## src/design/dcm_pkg.sv

```systemverilog
// Package with register layout and geometry constants of the address mapper.
package dcm_pkg;
   localparam logic [3:0]  CFG_OFFSET       = 4'h0;
   localparam logic [3:0]  STATUS_OFFSET    = 4'h4;
   localparam logic [31:0] CFG_RESET        = 32'h0000_0000;
   localparam logic [31:0] CFG_WRITE_MASK   = 32'h0000_DFDF;
   localparam int          UPPER_BASE       = 8;
   localparam int          LOWER_BASE       = 0;
   localparam int          FLD_ACCESS_ON    = 0;
   localparam int          FLD_STD_GEOM     = 1;
   localparam int          FLD_SIZE_LO      = 2;
   localparam int          FLD_DUAL_X16     = 4;
   localparam int          FLD_INTLV_LO     = 6;
   localparam logic [1:0]  INTLV_FOUR       = 2'h0;
   localparam logic [1:0]  INTLV_TWO        = 2'h1;
   localparam logic [1:0]  INTLV_NONE       = 2'h2;
   localparam logic [1:0]  INTLV_SPLIT      = 2'h3;
   localparam int          BYTE_BITS        = 2;
   localparam int          SYS_ADDR_W       = 29;
   localparam int          ROW_W            = 14;
   localparam int          COL_W            = 11;
   localparam int          BANK_W           = 2;
   localparam logic [4:0]  BASE_ROW_W       = 5'h0C;
   localparam logic [4:0]  BASE_COL_W       = 5'h08;
endpackage : dcm_pkg

```

## src/design/dcm_select_map.sv

```systemverilog
// One chip select's split of a local address into row, bank and column.
`timescale 1ns/1ns
module dcm_select_map
   import dcm_pkg::*;
(
   input  wire logic [7:0]            cfg_i,
   input  wire logic [SYS_ADDR_W-1:0] addr_i,
   output logic      [ROW_W-1:0]      row_o,
   output logic      [BANK_W-1:0]     bank_o,
   output logic      [COL_W-1:0]      col_o,
   output logic      [4:0]            span_o
);
   logic [1:0] size;
   logic [1:0] intlv;
   logic       std;
   logic       dual;
   logic [4:0] row_w;
   logic [4:0] col_w;
   logic [SYS_ADDR_W-1:0] word;
   logic [SYS_ADDR_W-1:0] rest;
   assign size  = cfg_i[FLD_SIZE_LO +: 2];
   assign intlv = cfg_i[FLD_INTLV_LO +: 2];
   assign std   = cfg_i[FLD_STD_GEOM];
   assign dual  = cfg_i[FLD_DUAL_X16];

   logic [2:0] eff;

   function automatic logic [4:0] step(input logic hit);
      step = hit ? 5'h01 : 5'h00;
   endfunction

   // A pair of x16 parts addresses like one x32 part a size step up.
   assign eff = {1'b0, size} + {2'h0, dual};

   // Standard bodies widen the column first; others widen the row.
   always_comb begin
      if (std) begin
         row_w = BASE_ROW_W + step(eff >= 3'h2);
         col_w = BASE_COL_W + step(eff >= 3'h1) + step(eff >= 3'h3)
               + step(eff >= 3'h4);
      end else begin
         row_w = BASE_ROW_W + step(eff >= 3'h1) + step(eff >= 3'h2);
         col_w = BASE_COL_W + step(eff >= 3'h3) + step(eff >= 3'h4);
      end
      // Two bank bits and two byte bits sit beside row and column.
      span_o = row_w + col_w + 5'h04;
   end

   // Column, then interleaved banks, then row, then any separate banks.
   always_comb begin
      word   = addr_i >> BYTE_BITS;
      col_o  = COL_W'(word & ((SYS_ADDR_W'(1) << col_w) - SYS_ADDR_W'(1)));
      rest   = word >> col_w;
      bank_o = 2'h0;
      case (intlv)
         INTLV_FOUR: begin
            bank_o = rest[1:0];
            rest   = rest >> 2;
         end
         INTLV_TWO, INTLV_SPLIT: begin
            bank_o[0] = rest[0];
            rest      = rest >> 1;
         end
         default: ;
      endcase
      row_o = ROW_W'(rest & ((SYS_ADDR_W'(1) << row_w) - SYS_ADDR_W'(1)));
      rest  = rest >> row_w;
      case (intlv)
         INTLV_NONE:  bank_o = rest[1:0];
         INTLV_TWO,
         INTLV_SPLIT: bank_o[1] = rest[0];
         default: ;
      endcase
   end
endmodule // dcm_select_map

```

## src/design/dcm_mapper.sv

```systemverilog
// Wishbone configuration register and two chip select address mapper.
//
// Chosen here: the placing of the registers and the Wishbone interface to the registers.
`timescale 1ns/1ns
// Contract
// - Upper select interleave field picks bank scheme.
// - Lower select interleave same encoding, resets zero.
// - Upper dual bit selects two x16 devices.
// - Lower dual bit selects two x16, resets zero.
// - Upper size field sets density and widths.
// - Lower size field same encoding, resets zero.
// - Geometry bit picks standard or non-standard widths.
// - Upper access only while its enable set.
// - Lower access only while its enable set.
// - Reserved configuration bits always read zero.
// - Each select maps with its own settings.
// - Full interleave puts banks above column.
module dcm_mapper
   import dcm_pkg::*;
(
   input  wire logic                  clk_i,
   input  wire logic                  rst_i,
   input  wire logic                  wb_cyc_i,
   input  wire logic                  wb_stb_i,
   input  wire logic                  wb_we_i,
   input  wire logic [3:0]            wb_adr_i,
   input  wire logic [3:0]            wb_sel_i,
   input  wire logic [31:0]           wb_dat_i,
   output logic      [31:0]           wb_dat_o,
   output logic                       wb_ack_o,
   input  wire logic                  req_valid_i,
   input  wire logic [SYS_ADDR_W-1:0] req_addr_i,
   output logic                       mem_valid_o,
   output logic                       mem_select_o,
   output logic      [ROW_W-1:0]      mem_row_o,
   output logic      [BANK_W-1:0]     mem_bank_o,
   output logic      [COL_W-1:0]      mem_col_o,
   output logic                       req_refused_o
);
   logic [31:0]           cfg_reg;
   logic [31:0]           cfg_next;
   logic                  ack_reg;
   logic [31:0]           dat_reg;
   logic                  refused_seen_reg;
   logic                  bus_go;
   logic [ROW_W-1:0]      row_lo;
   logic [ROW_W-1:0]      row_up;
   logic [BANK_W-1:0]     bank_lo;
   logic [BANK_W-1:0]     bank_up;
   logic [COL_W-1:0]      col_lo;
   logic [COL_W-1:0]      col_up;
   logic [4:0]            span_lo;
   logic [SYS_ADDR_W-1:0] local_up;
   logic                  hit_up;
   logic                  sel_on;

   assign bus_go = wb_cyc_i && wb_stb_i && !ack_reg;

   // Byte lanes merge into the writable bits only; reserved stay zero.
   always_comb begin
      cfg_next = cfg_reg;
      for (int i = 0; i < 4; i++) begin
         if (wb_sel_i[i]) cfg_next[8*i +: 8] = wb_dat_i[8*i +: 8];
      end
      cfg_next = cfg_next & CFG_WRITE_MASK;
   end

   always_ff @(posedge clk_i) begin
      if (rst_i) begin
         cfg_reg <= CFG_RESET;
      end else if (bus_go && wb_we_i && wb_adr_i == CFG_OFFSET) begin
         cfg_reg <= cfg_next;
      end
   end

   // Unmapped offsets read zero so a stray read cannot leak state.
   function automatic logic [31:0] read_word(input logic [3:0]  adr,
                                             input logic [31:0] cfg,
                                             input logic        flag);
      case (adr)
         CFG_OFFSET:    read_word = cfg & CFG_WRITE_MASK;
         STATUS_OFFSET: read_word = {31'h0, flag};
         default:       read_word = 32'h0000_0000;
      endcase
   endfunction

   // Ack comes one cycle after the strobe and drops the cycle after.
   always_ff @(posedge clk_i) begin
      if (rst_i) begin
         ack_reg <= 1'b0;
      end else begin
         ack_reg <= bus_go;
      end
   end

   // Read data is captured at the taken edge and stands until the next read.
   always_ff @(posedge clk_i) begin
      if (rst_i) begin
         dat_reg <= 32'h0000_0000;
      end else if (bus_go && !wb_we_i) begin
         dat_reg <= read_word(wb_adr_i, cfg_reg, refused_seen_reg);
      end
   end
   assign wb_ack_o = ack_reg;
   assign wb_dat_o = dat_reg;

   // Each instance sees only its own byte of the configuration.
   dcm_select_map u_lower (
      .cfg_i  (cfg_reg[LOWER_BASE +: 8]),
      .addr_i (req_addr_i),
      .row_o  (row_lo),
      .bank_o (bank_lo),
      .col_o  (col_lo),
      .span_o (span_lo)
   );

   // The upper select begins where the lower select's span ends.
   assign hit_up   = (req_addr_i >> span_lo) != '0;
   assign local_up = req_addr_i - (SYS_ADDR_W'(1) << span_lo);

   dcm_select_map u_upper (
      .cfg_i  (cfg_reg[UPPER_BASE +: 8]),
      .addr_i (local_up),
      .row_o  (row_up),
      .bank_o (bank_up),
      .col_o  (col_up),
      .span_o ()
   );

   // Only the decoded select's own enable bit gates the request.
   function automatic logic select_on(input logic [31:0] cfg,
                                      input logic        up);
      select_on = up ? cfg[UPPER_BASE + FLD_ACCESS_ON]
                     : cfg[LOWER_BASE + FLD_ACCESS_ON];
   endfunction

   assign sel_on = select_on(cfg_reg, hit_up);

   // A request to a disabled select gives no memory pulse at all.
   always_ff @(posedge clk_i) begin
      if (rst_i) begin
         mem_valid_o <= 1'b0;
      end else begin
         mem_valid_o <= req_valid_i && sel_on;
      end
   end

   always_ff @(posedge clk_i) begin
      if (rst_i) begin
         req_refused_o <= 1'b0;
      end else begin
         req_refused_o <= req_valid_i && !sel_on;
      end
   end

   // The flag is sticky because software may poll long after the event.
   always_ff @(posedge clk_i) begin
      if (rst_i) begin
         refused_seen_reg <= 1'b0;
      end else if (req_valid_i && !sel_on) begin
         refused_seen_reg <= 1'b1;
      end
   end

   // Fields hold between requests so the sequencer may sample them late.
   always_ff @(posedge clk_i) begin
      if (rst_i) begin
         mem_select_o <= 1'b0;
      end else if (req_valid_i) begin
         mem_select_o <= hit_up;
      end
   end

   always_ff @(posedge clk_i) begin
      if (rst_i) begin
         mem_row_o <= '0;
      end else if (req_valid_i) begin
         mem_row_o <= hit_up ? row_up : row_lo;
      end
   end

   always_ff @(posedge clk_i) begin
      if (rst_i) begin
         mem_bank_o <= '0;
      end else if (req_valid_i) begin
         mem_bank_o <= hit_up ? bank_up : bank_lo;
      end
   end

   always_ff @(posedge clk_i) begin
      if (rst_i) begin
         mem_col_o <= '0;
      end else if (req_valid_i) begin
         mem_col_o <= hit_up ? col_up : col_lo;
      end
   end

   // Register side checks.
   a_reserved_zero: assert property (
      @(posedge clk_i) disable iff (rst_i)
      (cfg_reg & ~CFG_WRITE_MASK) == 32'h0
   ) else $error("reserved bit set");

   a_read_reserved: assert property (
      @(posedge clk_i) disable iff (rst_i)
      wb_ack_o |-> (wb_dat_o & ~CFG_WRITE_MASK) == 32'h0
   ) else $error("reserved bit read as one");

   a_write_lands: assert property (
      @(posedge clk_i) disable iff (rst_i)
      bus_go && wb_we_i && wb_adr_i == CFG_OFFSET && wb_sel_i == 4'hF
      |=> cfg_reg == ($past(wb_dat_i) & CFG_WRITE_MASK)
   ) else $error("configuration write lost");

   a_cfg_hold: assert property (
      @(posedge clk_i) disable iff (rst_i)
      !(bus_go && wb_we_i) |=> $stable(cfg_reg)
   ) else $error("configuration changed without a write");

   a_ack_one_cycle: assert property (
      @(posedge clk_i) disable iff (rst_i)
      wb_ack_o |=> !wb_ack_o
   ) else $error("ack held too long");

   a_ack_after_take: assert property (
      @(posedge clk_i) disable iff (rst_i)
      bus_go |=> wb_ack_o
   ) else $error("taken request not acknowledged");

   a_ack_needs_take: assert property (
      @(posedge clk_i) disable iff (rst_i)
      wb_ack_o |-> $past(bus_go)
   ) else $error("ack without a request");

   a_status_read: assert property (
      @(posedge clk_i) disable iff (rst_i)
      wb_ack_o && $past(!wb_we_i && wb_adr_i == STATUS_OFFSET)
      |-> wb_dat_o == {31'h0, $past(refused_seen_reg)}
   ) else $error("status read wrong");

   // Request side checks.
   a_lower_gate: assert property (
      @(posedge clk_i) disable iff (rst_i)
      mem_valid_o && !mem_select_o |-> $past(cfg_reg[LOWER_BASE])
   ) else $error("lower select issued while disabled");

   a_upper_gate: assert property (
      @(posedge clk_i) disable iff (rst_i)
      mem_valid_o && mem_select_o |-> $past(cfg_reg[UPPER_BASE])
   ) else $error("upper select issued while disabled");

   a_refused_not_issued: assert property (
      @(posedge clk_i) disable iff (rst_i)
      req_refused_o |-> !mem_valid_o
   ) else $error("refused request was issued");

   a_issue_answer: assert property (
      @(posedge clk_i) disable iff (rst_i)
      req_valid_i |=> mem_valid_o != req_refused_o
   ) else $error("request not answered exactly once");

   a_no_stray_issue: assert property (
      @(posedge clk_i) disable iff (rst_i)
      !req_valid_i |=> !mem_valid_o && !req_refused_o
   ) else $error("answer without a request");

   a_refuse_cause: assert property (
      @(posedge clk_i) disable iff (rst_i)
      req_refused_o |-> !$past(sel_on)
   ) else $error("enabled select refused");

   a_refused_sticky: assert property (
      @(posedge clk_i) disable iff (rst_i)
      refused_seen_reg |=> refused_seen_reg
   ) else $error("refused flag cleared");

   a_refused_flags: assert property (
      @(posedge clk_i) disable iff (rst_i)
      req_refused_o |-> refused_seen_reg
   ) else $error("refused flag not set");

   // Field holding checks.
   a_select_hold: assert property (
      @(posedge clk_i) disable iff (rst_i)
      !req_valid_i |=> $stable(mem_select_o)
   ) else $error("select moved without a request");

   a_row_hold: assert property (
      @(posedge clk_i) disable iff (rst_i)
      !req_valid_i |=> $stable(mem_row_o)
   ) else $error("row moved without a request");

   a_bank_hold: assert property (
      @(posedge clk_i) disable iff (rst_i)
      !req_valid_i |=> $stable(mem_bank_o)
   ) else $error("bank moved without a request");

   a_col_hold: assert property (
      @(posedge clk_i) disable iff (rst_i)
      !req_valid_i |=> $stable(mem_col_o)
   ) else $error("column moved without a request");
endmodule // dcm_mapper

```

## config.mk

```make
export PLATFORM = sky130hd
export DESIGN_NAME = dcm_mapper
export DESIGN_NICKNAME = d
export VERILOG_FILES = /design/src/design/dcm_pkg.sv /design/src/design/dcm_select_map.sv /design/src/design/dcm_mapper.sv
export SDC_FILE = /design/constraint.sdc
export NUM_CORES = 1
export LEC_CHECK = 0
export BUFFER_PORTS_ARGS = -buffer_cell sky130_fd_sc_hd__buf_2
export CORE_MARGIN = 2
export CORE_UTILIZATION = 29
export DETAILED_ROUTE_END_ITERATION = 8
export PLACE_DENSITY = 0.59
export SLEW_MARGIN = 20
export SYNTH_ARGS = -nofsm -noshare
export SYNTH_HDL_FRONTEND = slang
export SYNTH_SLANG_ARGS = --single-unit
```

## constraint.sdc

```tcl
create_clock -name clk_i -period 9.3 [get_ports clk_i]
set_input_delay 2.79 -clock clk_i [delete_from_list [all_inputs] [get_ports clk_i]]
set_output_delay 2.79 -clock clk_i [all_outputs]
set_load 0.02 [all_outputs]
```

# Word-level counts from Yosys, hierarchy flattened
# Index checks and enable logic that the tools add are counted.
# totals
register_bits,78
in_bits,75
out_inout_bits,63
# classes
addsub,25
order_cmp,8
eq_ne,7
shift,10
mux,27
bitwise_logic,4
reduce_logical,20
# op_table
operator,count
$pmux W29 S2,2
$shr A27 B5 Y29,2
$shr A29 B5 Y2,2
$add A5 B5 Y5,9
$add A4 B5 Y5 const A,7
$pmux W16 S2,1
$reduce_bool A29 Y1,1
$shl A1 B5 Y29 const A,1
$shr A29 B5 Y29,1
$sub A29 B29 Y29,1
$and A14 B14 Y14,2
$shl A1 B5 Y14 const A,2
$sub A14 B1 Y14 const B,2
$and A11 B11 Y11,2
$shl A1 B5 Y11 const A,2
$sub A11 B1 Y11 const B,2
$mux W5,4
$mux W1,15
$mux W14,1
$ge A3 B2 Y1 const B,4
$mux W11,1
$eq A2 B2 Y1 const B,4
$logic_and A1 B1 Y1,7
$add A2 B1 Y3,2
14 further kinds,24

# Longest topological paths before layout
# Gate-level depths: netlist (run 1).
# logic_depth
word_depth,16
mapped_depth,25
ltp_nobuf,22

# Hierarchy
# From an unflattened synthesis (run 1), not the netlist that was laid out.
# unflattened
hier_cells,1096
area_unflattened_um2,8280.4
# modules_own_cells
module,n_inst,cells_per_inst,area_each_um2
dcm_mapper,1,673,5163.7
dcm_select_map at u_upper,1,210,1596.5
dcm_select_map at u_lower,1,213,1520.2

# Least setup slack after synthesis (run 1)
# OpenSTA, ideal clock, no wires.
# synth_path
kind,input -> register
startpoint,in req_addr_i[15]
endpoint,reg mem_row_o[11]
setup_ps,158
t_arrival_ps,5683
required_ps,9142
setup_slack_ps,3459
cell_stages,12
n_path_buf,3
cell_sequence,buf_6 -> or4_4 -> or3_4 -> or4_4 -> a2111oi_4 -> o211ai_1 -> a221oi_2 -> buf_6 -> nand2_1 -> buf_2 -> o221ai_1 -> a221oi_1
# synth_via
elab_chain_len,5
# synth_lines
element,line_no,text
from (decl),dcm_mapper.sv:32,"input wire logic [SYS_ADDR_W-1:0] req_addr_i,"
$sub A29 B29 Y29,dcm_mapper.sv:119,assign local_up = req_addr_i - (SYS_ADDR_W'(1) << span_lo);
$shr A27 B5 Y29,dcm_select_map.sv:53,rest = word >> col_w;
$pmux W29 S2,dcm_select_map.sv:55,case (intlv)
$and A14 B14 Y14,dcm_select_map.sv:66,row_o = ROW_W'(rest & ((SYS_ADDR_W'(1) << row_w) - SYS_ADDR_W'(1)));
$mux W14 (*),dcm_mapper.sv:178,mem_row_o <= hit_up ? row_up : row_lo;
to (signal assigned),dcm_mapper.sv:178,
to (decl),dcm_mapper.sv:35,"output logic [ROW_W-1:0] mem_row_o,"
# Every way passes the cells marked *; elsewhere a longest branch is shown, timed or not.
# A chain may end at the register's enable or synchronous reset.

# Worst setup path after layout (run 1)
# layout_path
startpoint,reg cfg_reg[2]
endpoint,reg mem_row_o[12]
# layout_via
elab_chain_len,15
# layout_lines
element,line_no,text
from (decl),dcm_mapper.sv:40,logic [31:0] cfg_reg;
from (signal assigned),dcm_mapper.sv:72,cfg_reg <= cfg_next;
$add A2 B1 Y3 (*),dcm_select_map.sv:33,"assign eff = {1'b0, size} + {2'h0, dual};"
$ge A3 B1 Y1,"dcm_select_map.sv:39, dcm_select_map.sv:42",
$mux W1,dcm_select_map.sv:29,step = hit ? 5'h01 : 5'h00;
$add A4 B5 Y5,dcm_select_map.sv:39,col_w = BASE_COL_W + step(eff >= 3'h1) + step(eff >= 3'h3)
$add A5 B5 Y5,dcm_select_map.sv:39,
$add A5 B5 Y5,dcm_select_map.sv:40,+ step(eff >= 3'h4);
$mux W5,dcm_select_map.sv:37,if (std) begin
$add A5 B5 Y5,dcm_select_map.sv:46,span_o = row_w + col_w + 5'h04;
$add A5 B3 Y5,dcm_select_map.sv:46,
$shl A1 B5 Y29,dcm_mapper.sv:119,
$sub A29 B29 Y29,dcm_mapper.sv:119,
$shr A27 B5 Y29,dcm_select_map.sv:53,
$pmux W29 S2,dcm_select_map.sv:55,
$and A14 B14 Y14,dcm_select_map.sv:66,
$mux W14 (*),dcm_mapper.sv:178,
# Marks and branches as above.

==> summary by stage, run 1 <==
Logic synthesis
The total of flip-flops plus latches after synthesis is 60. The share of synthesized area in the top cell type comes to 0.189. Sorting the synthesized cells by how often they occur yields nor2_1, nand2_1, dfxtp_1. In the synthesized netlist, the number of instances is 873. Yosys printed 0 warnings. In the post-synthesis netlist, the biggest area contributors are dfxtp_1, mux2i_1, nor2_1. Yosys instantiated no cell more often than nor2_1. Each instance of the synthesized netlist takes up on average 7.29 um^2. In the synthesized netlist the dominant register cell turns out to be dfxtp_1.

The number of synthesized flops with an enable pin is 0. After synthesis, the netlist uses 79 different library cells. dfxtp_1 takes more of the synthesized area than any other cell. The synthesized area is 6360 um^2.

The share of the Yosys chip area taken by registers is 0.189. After synthesis, the share of flip-flops with an asynchronous set or reset is 0.

Floorplan
The effective utilization at floorplan is 0.293. The core footprint is 21700 um^2. The floorplan die width is 152 um. The die height is 152 um. The number of core rows is 54.

The die area is 23100 um^2. The number of I/O pins is 138.

Drt
The number of remaining DRC errors is 0. The highest signal layer in the routed design is met4. After detailed routing, the number of vias per cell comes to 5.53.

The routed length on met1 is 9940 um. The detailed router placed 6687 vias in this run. The final layout contains routed wiring with a total length of 20500 um.

Dividing the detail-routed wire length by the instance count gives 16.9 um. Summed over all nets, wire length on met3 after detailed routing comes to 936 um. The met2 wirelength from detailed routing is 9410 um. The count of nets left with antenna violations once routing finished came out at 0. The first-iteration detailed-routing DRC count is 393. The first-pass detailed-route iteration total is 5.

Final layout
The number of filler cells placed in the layout is 2325. The layout overhead on the synthesized area is 14.1%. The share of layout cells above drive strength 1 is 0.183. The repair_antennas step left the layout with diodes totalling 0.

The final layout contains 1026 nets.

Setup path
The startpoint type of the worst setup path is a flop. In this run the worst path has a maximum fanout of 21. The arrival time of the worst setup path is 6.93 ns.

The critical path capture point type is a flop. Data on the critical path is required at its endpoint by 9.46 ns. The critical path class is reg2reg.

Clock tree
The number of buffers inserted by post-CTS setup repair is 0. The number of gates resized after CTS was 0. The number of clock buffers inserted by TritonCTS is 9. In this run the clock root is driven by a clkbuf_16. TritonCTS built the clock tree.

The clock drives 60 sinks. The clock transition at the register clock pins on the worst setup and hold paths after CTS is 0.05 ns. The clock insertion delay at the later pin of the skew report is 0.33 ns. The depth of the CTS H-tree is 3. The number of hold buffers added after CTS was 0. The clock passes through at most 2 buffers.

STA
The remaining max-slew budget at the tightest pin is 0.409. The sum of negative setup slack is 0 ns. Dividing the final minimum period by the clock period gives 0.727. Setup violations remaining at the end of the flow were counted as 0. The final number of hold-violating endpoints is 0. Setup repair after global routing left no endpoint under its margin. The transition at the pin with the smallest max-transition slack is 0.885 ns. The time the worst path needs with I/O delays and setup is 6.77 ns.

The worst setup skew after layout is 0.00703 ns. The peak clock frequency supported by timing is 148 MHz. The number of max-slew violations in the final report is 0.

Pwr
The overall power is 0.805 mW. The worst-case IR drop observed on VDD is 0.0000884 V. The power per cell area is 111 nW/um^2. For this design the static power due to leakage is 3.05 nW.

GRT
The via count of the first global-routing pass is 6151. The first global-routing pass estimated 32800 um of wire. The global routing usage summed across all routing layers is 0.170. The initial antenna violation count was 0. Entering global routing, the biggest net connects 49 pins. After global routing the overflow that remains totals 0.

Run status
The flow ran to the end, and the final reports show no timing, DRC or antenna violations.

Place
The placer's final routability congestion estimate is 0.874. During placement, the flow inserted port buffers numbering 99. The detailed placement HPWL is 15600 um.

Worst hold path
The worst min-delay path category is reg2reg.

Job
The number of max-cap violations is 0.
==> kinds of logic (layout without fill, tap and decap cells) <==
| kind of cell | after synthesis | count (layout) | synth area share |
|---|---|---|---|
| adders and majority gates | 25 | 25 | 0.0492 |
| muxes | 74 | 74 | 0.122 |
| DFF | 60 | 60 | 0.189 |
| AOI/OAI and AO/OA | 250 | 250 | 0.279 |
| other | 2 | 20 | 0.00118 |
| and+or+nand+nor | 335 | 335 | 0.251 |
| xor gates and xnor gates | 18 | 18 | 0.0248 |
| buffers and inverters | 109 | 148 | 0.0838 |
==> report_power, final <==
group	internal, mW	switching (mW)
combinational	0.0609	0.107
clock	0.247	0.118
sequential	0.267	0.00595
==> worst max-delay path: stages, from the launching register on <==
cell	delay (ns)
dfxtp_1	0.34
ha_1	0.75
a21boi_1	0.52
and2_1	0.20
ha_1	0.24
and3b_1	0.17
a41oi_1	0.30
xor2_1	0.71
nor2_1	0.18
nand3_1	0.15
ha_1	0.29
a21o_1	0.20
a21oi_1	0.17
o221ai_1	0.28
or4_1	0.58
o21ai_0	0.23
o311ai_1	0.18
o22ai_1	0.42
nor2_1	0.11
o31ai_1	0.41
a311oi_1	0.15
==> per-stage QoR <==
stage	hold slack, ns	instance area (um^2)	cells	utilization	setup slack [ns]
5_1_grt	0.506	7260	1210	0.335	2.14
6_report	0.483	7260	1210	0.335	2.53
3_3_place_gp	0.469	6930	1195	0.320	2.75
3_5_place_dp	0.473	6930	1195	0.320	2.69
2_1_floorplan	0.426	6430	891	-	3.46
4_1_cts	0.484	7260	1210	0.335	2.71
==> worst paths after layout <==
path,start,to,slack [ns],cells after the start
worst max-delay path,cfg_reg[2],mem_row_o[12],2.53,20
worst min-delay path,mem_col_o[8],mem_col_o[8],0.48,2
worst max register to register,cfg_reg[2],mem_row_o[12],2.53,20
worst min register to register,mem_col_o[8],mem_col_o[8],0.48,2
==> placed cells by master, fill, tap and decap left out, types with 9 or more instances in the layout <==
cell type / count
nor2_1: 116
buf_2: 99
nand2_1: 70
dfxtp_1: 60
mux2i_1: 53
a21oi_1: 46
nand3_1: 35
o21ai_0: 35
nor3_1: 29
ha_1: 25
a211oi_1: 23
inv_1: 21
mux2_2: 20
conb_1: 20
a22oi_1: 18
a31oi_1: 14
o221ai_1: 14
o211ai_1: 13
a221oi_1: 13
buf_4: 13
nand2b_1: 12
xnor2_1: 12
or2_2: 10
a21o_1: 10
nand4_1: 9
clkbuf_16: 9
==> area by class of cell <==
| cell class | count | area [um^2] | area share |
|---|---|---|---|
| multi-input cells | 722 | 4710 | 0.649 |
| clock buffers | 11 | 253 | 0.0348 |
| well taps | 280 | 350 | 0.0483 |
| clock inverters | 4 | 72.6 | 0.00999 |
| repair buffers | 112 | 593 | 0.0817 |
| inverters | 21 | 78.8 | 0.0109 |
| flip-flops and latches | 60 | 1200 | 0.165 |
==> per-layer routing <==
metal / global-route usage / up-vias
met2: 0.282 / 196
met1: 0.237 / 3146
met3: 0.0265 / 16
li1: - / 3329
met4: 0.0267 / 0
met5: 0 / -
Power figures use the tool's default switching activity.
==> run 2, diff against run 1 <==
Settings changed: PLACE_DENSITY 0.59 to 0.61.
Clock period 9.3 ns to 5.78 ns, I/O delays scaled along.
==> summary by stage, run 2 (same netlist as run 1, synthesis figures left out) <==
Final layout
The most common cell after layout, fill and taps aside was nor2_1 (unchanged). The total inserted antenna cells is 0 (unchanged). The total area of sequential cells came to 1200 um^2 (unchanged). The area of combinational cells with multiple inputs came to 4780 um^2 (was 4710 um^2). The layout overhead on the synthesized area is 17.8% (was 14.1%). The final-stage net count was 1048 (was 1026). Most used cells in the layout excluding fill and tap cells: nor2_1, buf_2, nand2_1 (unchanged). The share of layout cells above drive strength 1 is 0.215 (was 0.183). The number of filler cells placed in the layout is 2317 (was 2325).

Clock tree
The buffer cell driving the clock tree root is clkbuf_16 (unchanged). The hold-fix buffer count after cts is 0 (unchanged). The clock transition at the register clock pins on the worst setup and hold paths after CTS is 0.05 ns (about the same). The clock insertion delay at the later pin of the skew report is 0.33 ns (about the same). The CTS tree is yes (unchanged). The largest buffer count on any clock path is 2 (unchanged). The number of clock buffers inserted by TritonCTS is 9 (unchanged).

The number of clock sinks seen by CTS is 60 (unchanged). The depth of the CTS H-tree is 3 (unchanged).

GRT
The maximum number of pins on one net before global-route repair is 49 (unchanged). The initial antenna violation count is 0 (unchanged). The via count of the first global-routing pass was 6315 (was 6151). The global-route congestion overflow total was 0 (unchanged). The global-route wire length before repair is 33400 um (was 32800 um).

The global routing usage summed across all routing layers is 0.174 (was 0.170).

STA
The worst setup skew after layout is 0.00562 ns (was 0.00703 ns). The minimum setup slack in the final design was 0.343 ns (was 2.53 ns). The number of max-slew violations in the final report came to 0 (unchanged). The number of setup violations in the final report is 0 (unchanged). RSZ-0062 raised after global routing: no (unchanged). The time the worst path needs with I/O delays and setup is 5.44 ns (was 6.77 ns). The share of the clock period used by the worst path after layout is 0.941 (was 0.727). The transition at the pin with the smallest max-transition slack is 0.920 ns (was 0.885 ns).

The remaining max-slew budget at the tightest pin came to 0.386 (was 0.409). The peak clock frequency supported by timing is 184 MHz (was 148 MHz). The final number of hold-violating endpoints is 0 (unchanged).

The sum of negative setup slack is 0 ns (unchanged).

Setup path
The critical path capture point type is a flop (unchanged). The critical path class was reg2reg (unchanged). The largest fanout of any net on the critical path was 9 (was 21). The arrival time of the worst setup path is 5.67 ns (was 6.93 ns).

The data required time at the worst endpoint is 6.01 ns (was 9.46 ns). Worst-path cell chain: ha_1 > inv_1 > ha_2 > o21a_1 > inv_1 > ha_1 > and3b_1 > a41oi_2 > xor2_2 > nand3_1 > ha_1 > or2_2 > and3_1 > and3_1 > a21boi_2 > buf_4 > or4_1 > xnor2_1 > mux2i_1 > mux2i_1 > mux2_2 > a221oi_1 (was ha_1 > a21boi_1 > and2_1 > ha_1 > and3b_1 > a41oi_1 > xor2_1 > nor2_1 > nand3_1 > ha_1 > a21o_1 > a21oi_1 > o221ai_1 > or4_1 > o21ai_0 > o311ai_1 > o22ai_1 > nor2_1 > o31ai_1 > a311oi_1). The startpoint type of the worst setup path is a flop (unchanged). The most numerous cell on the critical path is ha_1 (unchanged). The slowest library cell on the worst path is or4_1 (was ha_1). The largest stage delay on the critical path was 0.51 ns (was 0.75 ns).

Drt
The number of antenna-violating nets in the routed design is 0 (unchanged). The wire length per cell after detailed routing came to 16.9 um (about the same). The count of vias placed by the detailed router was 6806 (was 6687).

The first-iteration detailed-routing DRC count is 466 (was 393). The first-pass detailed-route iteration total is 5 (unchanged). The total routed wirelength came to 20800 um (was 20500 um). The number of remaining DRC errors is 0 (unchanged). The ratio of routed vias to standard cells is 5.52 (was 5.53).

Floorplan
The die height is 152 um (unchanged). The number of core rows is 54 (unchanged). The core footprint is 21700 um^2 (unchanged). The effective utilization at floorplan is 0.293 (unchanged).

The number of I/O pins is 138 (unchanged). The floorplan die width came to 152 um (unchanged). The die area was 23100 um^2 (unchanged).

Run status
Run status: finished clean (unchanged).

Place
The detailed placement HPWL was 16100 um (was 15600 um). The port buffer count is 99 (unchanged). The setup slack at placement came to 0.117 ns (was 2.69 ns). The placer's final routability congestion estimate is 0.927 (was 0.874).

Worst hold path
The worst min-delay path category was reg2reg (unchanged).

Job
The number of max-cap violations is 0 (unchanged).

Pwr
The power per cell area is 174 nW/um^2 (was 111 nW/um^2). The largest vdd supply drop was 0.000130 V (was 0.0000884 V). The leakage component of the power is 3.17 nW (was 3.05 nW).
[run 2: cell count changes in the layout (fill, tap and decap cells not counted), sizes merged]
| cell | delta |
|---|---|
| buf | +22 |
[run 2: stage by stage]
stage,instances,hold slack [ns],power [mW],util,instance area [um^2]
finish,1232,0.481,1.31,0.345,7490
global route,1232,0.501,1.37,0.345,7490
CTS,1231,0.483,1.31,0.342,7420
detailed placement,1216,0.477,0.721,0.327,7090
global placement,1216,0.468,0.719,0.327,7090
floorplan,891,0.426,0.638,-,6430
[run 2: layout make-up]
cell class                      instances  area share
Clock buffer                           11      0.0337
Clock inverter                          4     0.00969
Inverter                               21      0.0105
Multi-Input combinational cell        722       0.638
Sequential cell                        60       0.160
Tap cell                              280      0.0468
Timing Repair Buffer                  134       0.101
[run 2: power breakdown]
part / internal (mW) / switching [mW]
sequential: 0.430 / 0.00913
combinational: 0.104 / 0.175
clock: 0.397 / 0.192
total: 0.931 / 0.376
[run 2: final timing paths]
path	startpoint	end	cells past startpoint	slack, ns
worst max-delay path	cfg_reg[2]	mem_row_o[7]	22	0.34
worst min-delay path	mem_row_o[12]	mem_row_o[12]	2	0.48
worst max register to register	cfg_reg[2]	mem_row_o[7]	22	0.34
worst min register to register	mem_row_o[12]	mem_row_o[12]	2	0.48
[run 2: routing by layer]
layer / GRT usage / share of wire
met1: 0.239 / 0.47
met3: 0.0317 / 0.057
met4: 0.0316 / 0.0077
met5: 0 / 0
met2: 0.288 / 0.46
[run 2: critical path, delay by kind of cell (launching register included)]
family	cells	cell delay, ns
flip-flops	1	0.40
adder cells (fa/ha/maj)	4	1.13
AND/OR/NAND/NOR	6	1.55
AO/OA/AOI/OAI	4	0.83
multiplexers	3	0.72
XOR/XNOR	2	0.40
buffers and inverters	3	0.29
[run 2: what timing repair did]
action | 4_1_cts | 5_1_grt
resized for setup | 0 | 13
setup endpoints to repair | 0 | 17
setup buffers | 0 | 1
==> run 3, diff against run 2 <==
Settings changed: CTS_CLUSTER_DIAMETER from default to 100, PLACE_DENSITY 0.61 to 0.59.
Clock period 5.78 ns to 6.2 ns, I/O delays scaled along.
==> summary by stage, run 3 (same netlist as run 1, synthesis figures left out) <==
Setup path
The startpoint type of the worst setup path is a flop (unchanged). The critical path capture point type is a flop (unchanged). The largest fanout of any net on the critical path is 11 (was 9).

The largest stage delay on the critical path was 0.65 ns (was 0.51 ns). The data required time at the worst endpoint came to 6.43 ns (was 6.01 ns). Worst-path cell chain: ha_1 > inv_1 > ha_1 > o21a_1 > inv_1 > ha_1 > and3b_1 > a41oi_1 > xor2_1 > buf_4 > nand3_1 > ha_1 > or2_2 > and3_1 > nand2_1 > a21oi_1 > nor3_1 > xnor2_1 > mux2i_1 > mux2i_1 > mux2_2 > a221oi_1 (was ha_1 > inv_1 > ha_2 > o21a_1 > inv_1 > ha_1 > and3b_1 > a41oi_2 > xor2_2 > nand3_1 > ha_1 > or2_2 > and3_1 > and3_1 > a21boi_2 > buf_4 > or4_1 > xnor2_1 > mux2i_1 > mux2i_1 > mux2_2 > a221oi_1). The slowest library cell on the worst path is nor3_1 (was or4_1). The critical path class is reg2reg (unchanged). The arrival time of the worst setup path was 6.03 ns (was 5.67 ns). The most numerous cell on the critical path is ha_1 (unchanged). The buffering stage count on the worst path with inverters included was 3 (unchanged). The gate family responsible for the most delay along the worst path was simple AND/OR/NAND/NOR gates (unchanged). The slack of the worst reg-to-reg path came to 0.40 ns (was 0.34 ns).

Drt
The ratio of routed vias to standard cells is 5.57 (was 5.52). The total routed wirelength came to 20700 um (was 20800 um). The wire length per cell after detailed routing came to 17.0 um (was 16.9 um). The number of remaining DRC errors is 0 (unchanged).

The first-pass detailed-route iteration total is 6 (was 5). The count of vias placed by the detailed router is 6796 (was 6806). The number of antenna-violating nets in the routed design was 0 (unchanged). The first-iteration detailed-routing DRC count is 440 (was 466).

STA
The number of max-slew violations in the final report came to 0 (unchanged). The share of the clock period used by the worst path after layout is 0.935 (was 0.941). The time the worst path needs with I/O delays and setup is 5.80 ns (was 5.44 ns). The transition at the pin with the smallest max-transition slack was 0.913 ns (was 0.920 ns). The remaining max-slew budget at the tightest pin is 0.376 (was 0.386). The worst setup skew after layout came to 0.00509 ns (was 0.00562 ns). The peak clock frequency supported by timing is 172 MHz (was 184 MHz). The number of setup violations in the final report is 0 (unchanged). RSZ-0062 raised after global routing: no (unchanged). The sum of negative setup slack came to 0 ns (unchanged).

The final number of hold-violating endpoints came to 0 (unchanged). The minimum setup slack in the final design is 0.403 ns (was 0.343 ns).

Place
The placer's final routability congestion estimate came to 0.901 (was 0.927). The setup slack at placement came to 0.423 ns (was 0.117 ns). The port buffer count is 99 (unchanged). The detailed placement HPWL is 15900 um (was 16100 um).

Clock tree
The number of clock sinks seen by CTS was 60 (unchanged). The clock transition at the register clock pins on the worst setup and hold paths after CTS is 0.06 ns (was 0.05 ns). The hold-fix buffer count after cts came to 0 (unchanged).

The number of clock buffers inserted by TritonCTS is 9 (unchanged). The number of gates given a new drive strength after cts is 0 (unchanged). The number of buffers inserted by post-CTS setup repair was 0 (unchanged). The depth of the CTS H-tree is 3 (unchanged). The largest buffer count on any clock path is 2 (unchanged). The CTS tree is yes (unchanged). The buffer cell driving the clock tree root is clkbuf_16 (unchanged).

The clock insertion delay at the later pin of the skew report is 0.33 ns (about the same).

GRT
The initial antenna violation count is 0 (unchanged). The global routing usage summed across all routing layers was 0.174 (about the same). The via count of the first global-routing pass was 6281 (was 6315). The global-route wire length before repair is 33400 um (about the same). The maximum number of pins on one net before global-route repair is 49 (unchanged). The global-route congestion overflow total is 0 (unchanged).

Job
The number of max-cap violations was 0 (unchanged).

Worst hold path
The worst min-delay path category is reg2reg (unchanged).

Final layout
The number of filler cells placed in the layout is 2350 (was 2317). Most used cells in the layout excluding fill and tap cells: nor2_1, buf_2, nand2_1 (unchanged). The core occupancy in the finished layout is 0.337 (was 0.345). The total inserted antenna cells is 0 (unchanged).

The final-stage net count was 1035 (was 1048). The share of layout cells above drive strength 1 came to 0.197 (was 0.215). The layout overhead on the synthesized area is 14.8% (was 17.8%). The most common cell after layout, fill and taps aside is nor2_1 (unchanged).

Floorplan
The effective utilization at floorplan was 0.293 (unchanged). The die area is 23100 um^2 (unchanged). The number of I/O pins is 138 (unchanged).

The core footprint is 21700 um^2 (unchanged). The number of core rows is 54 (unchanged). The floorplan die width is 152 um (unchanged). The die height came to 152 um (unchanged).

Pwr
The largest vdd supply drop is 0.000137 V (was 0.000130 V). The overall power came to 1.12 mW (was 1.31 mW). The power per cell area is 153 nW/um^2 (was 174 nW/um^2). The leakage component of the power is 3.08 nW (was 3.17 nW).

Run status
Run status: finished clean (unchanged).
[run 3: cell types whose count changed in the layout (fill, tap and decap cells not counted), moves of 2 or more]
cell / previous run / this run
a21boi_1: 0 / 2
a21boi_2: 2 / 0
buf_4: 35 / 22
bufinv_16: 2 / 0
clkbuf_8: 2 / 0
clkinv_2: 1 / 4
[run 3: worst min-delay path: stages (launching register included)]
cell     delay, ns
dfxtp_1       0.32
a21oi_1       0.06
nor2_1        0.07
[run 3: worst paths after layout]
check / from / end / cells after the start
setup / recovery: cfg_reg[2] / mem_row_o[2] / 22
hold / removal: wb_dat_o[0] / wb_dat_o[0] / 2
setup reg to reg: cfg_reg[2] / mem_row_o[2] / 22
hold reg to reg: wb_dat_o[0] / wb_dat_o[0] / 2
[run 3: routing by layer]
| layer | vias up | wire length [um] | GRT usage |
|---|---|---|---|
| met5 | - | 0 | 0 |
| met4 | 0 | 401 | 0.0441 |
| met3 | 32 | 1170 | 0.0228 |
| met2 | 254 | 9380 | 0.281 |
| met1 | 3166 | 9780 | 0.245 |
| li1 | 3344 | - | - |
[run 3: through the flow]
stage / cells / hold WS (ns) / cell area (um^2)
after floorplan: 891 / 0.426 / 6430
after global placement: 1204 / 0.468 / 7000
after detailed placement: 1204 / 0.474 / 7000
after CTS: 1220 / 0.485 / 7270
after global routing: 1220 / 0.505 / 7300
final: 1220 / 0.482 / 7300
[run 3: layout make-up]
cell class                 count  area, um^2  area share
clock buffer                   9         225      0.0309
tap                          280         350      0.0480
multi-input combinational    722        4740       0.649
timing repair buffer         121         661      0.0905
clock inverter                 7        43.8     0.00600
sequential                    60        1200       0.165
inverter                      21        78.8      0.0108
[run 3: power breakdown]
part | switching (mW) | internal [mW]
Clock | 0.183 | 0.267
Sequential | 0.00904 | 0.401
Combinational | 0.162 | 0.0943
Total | 0.354 | 0.763
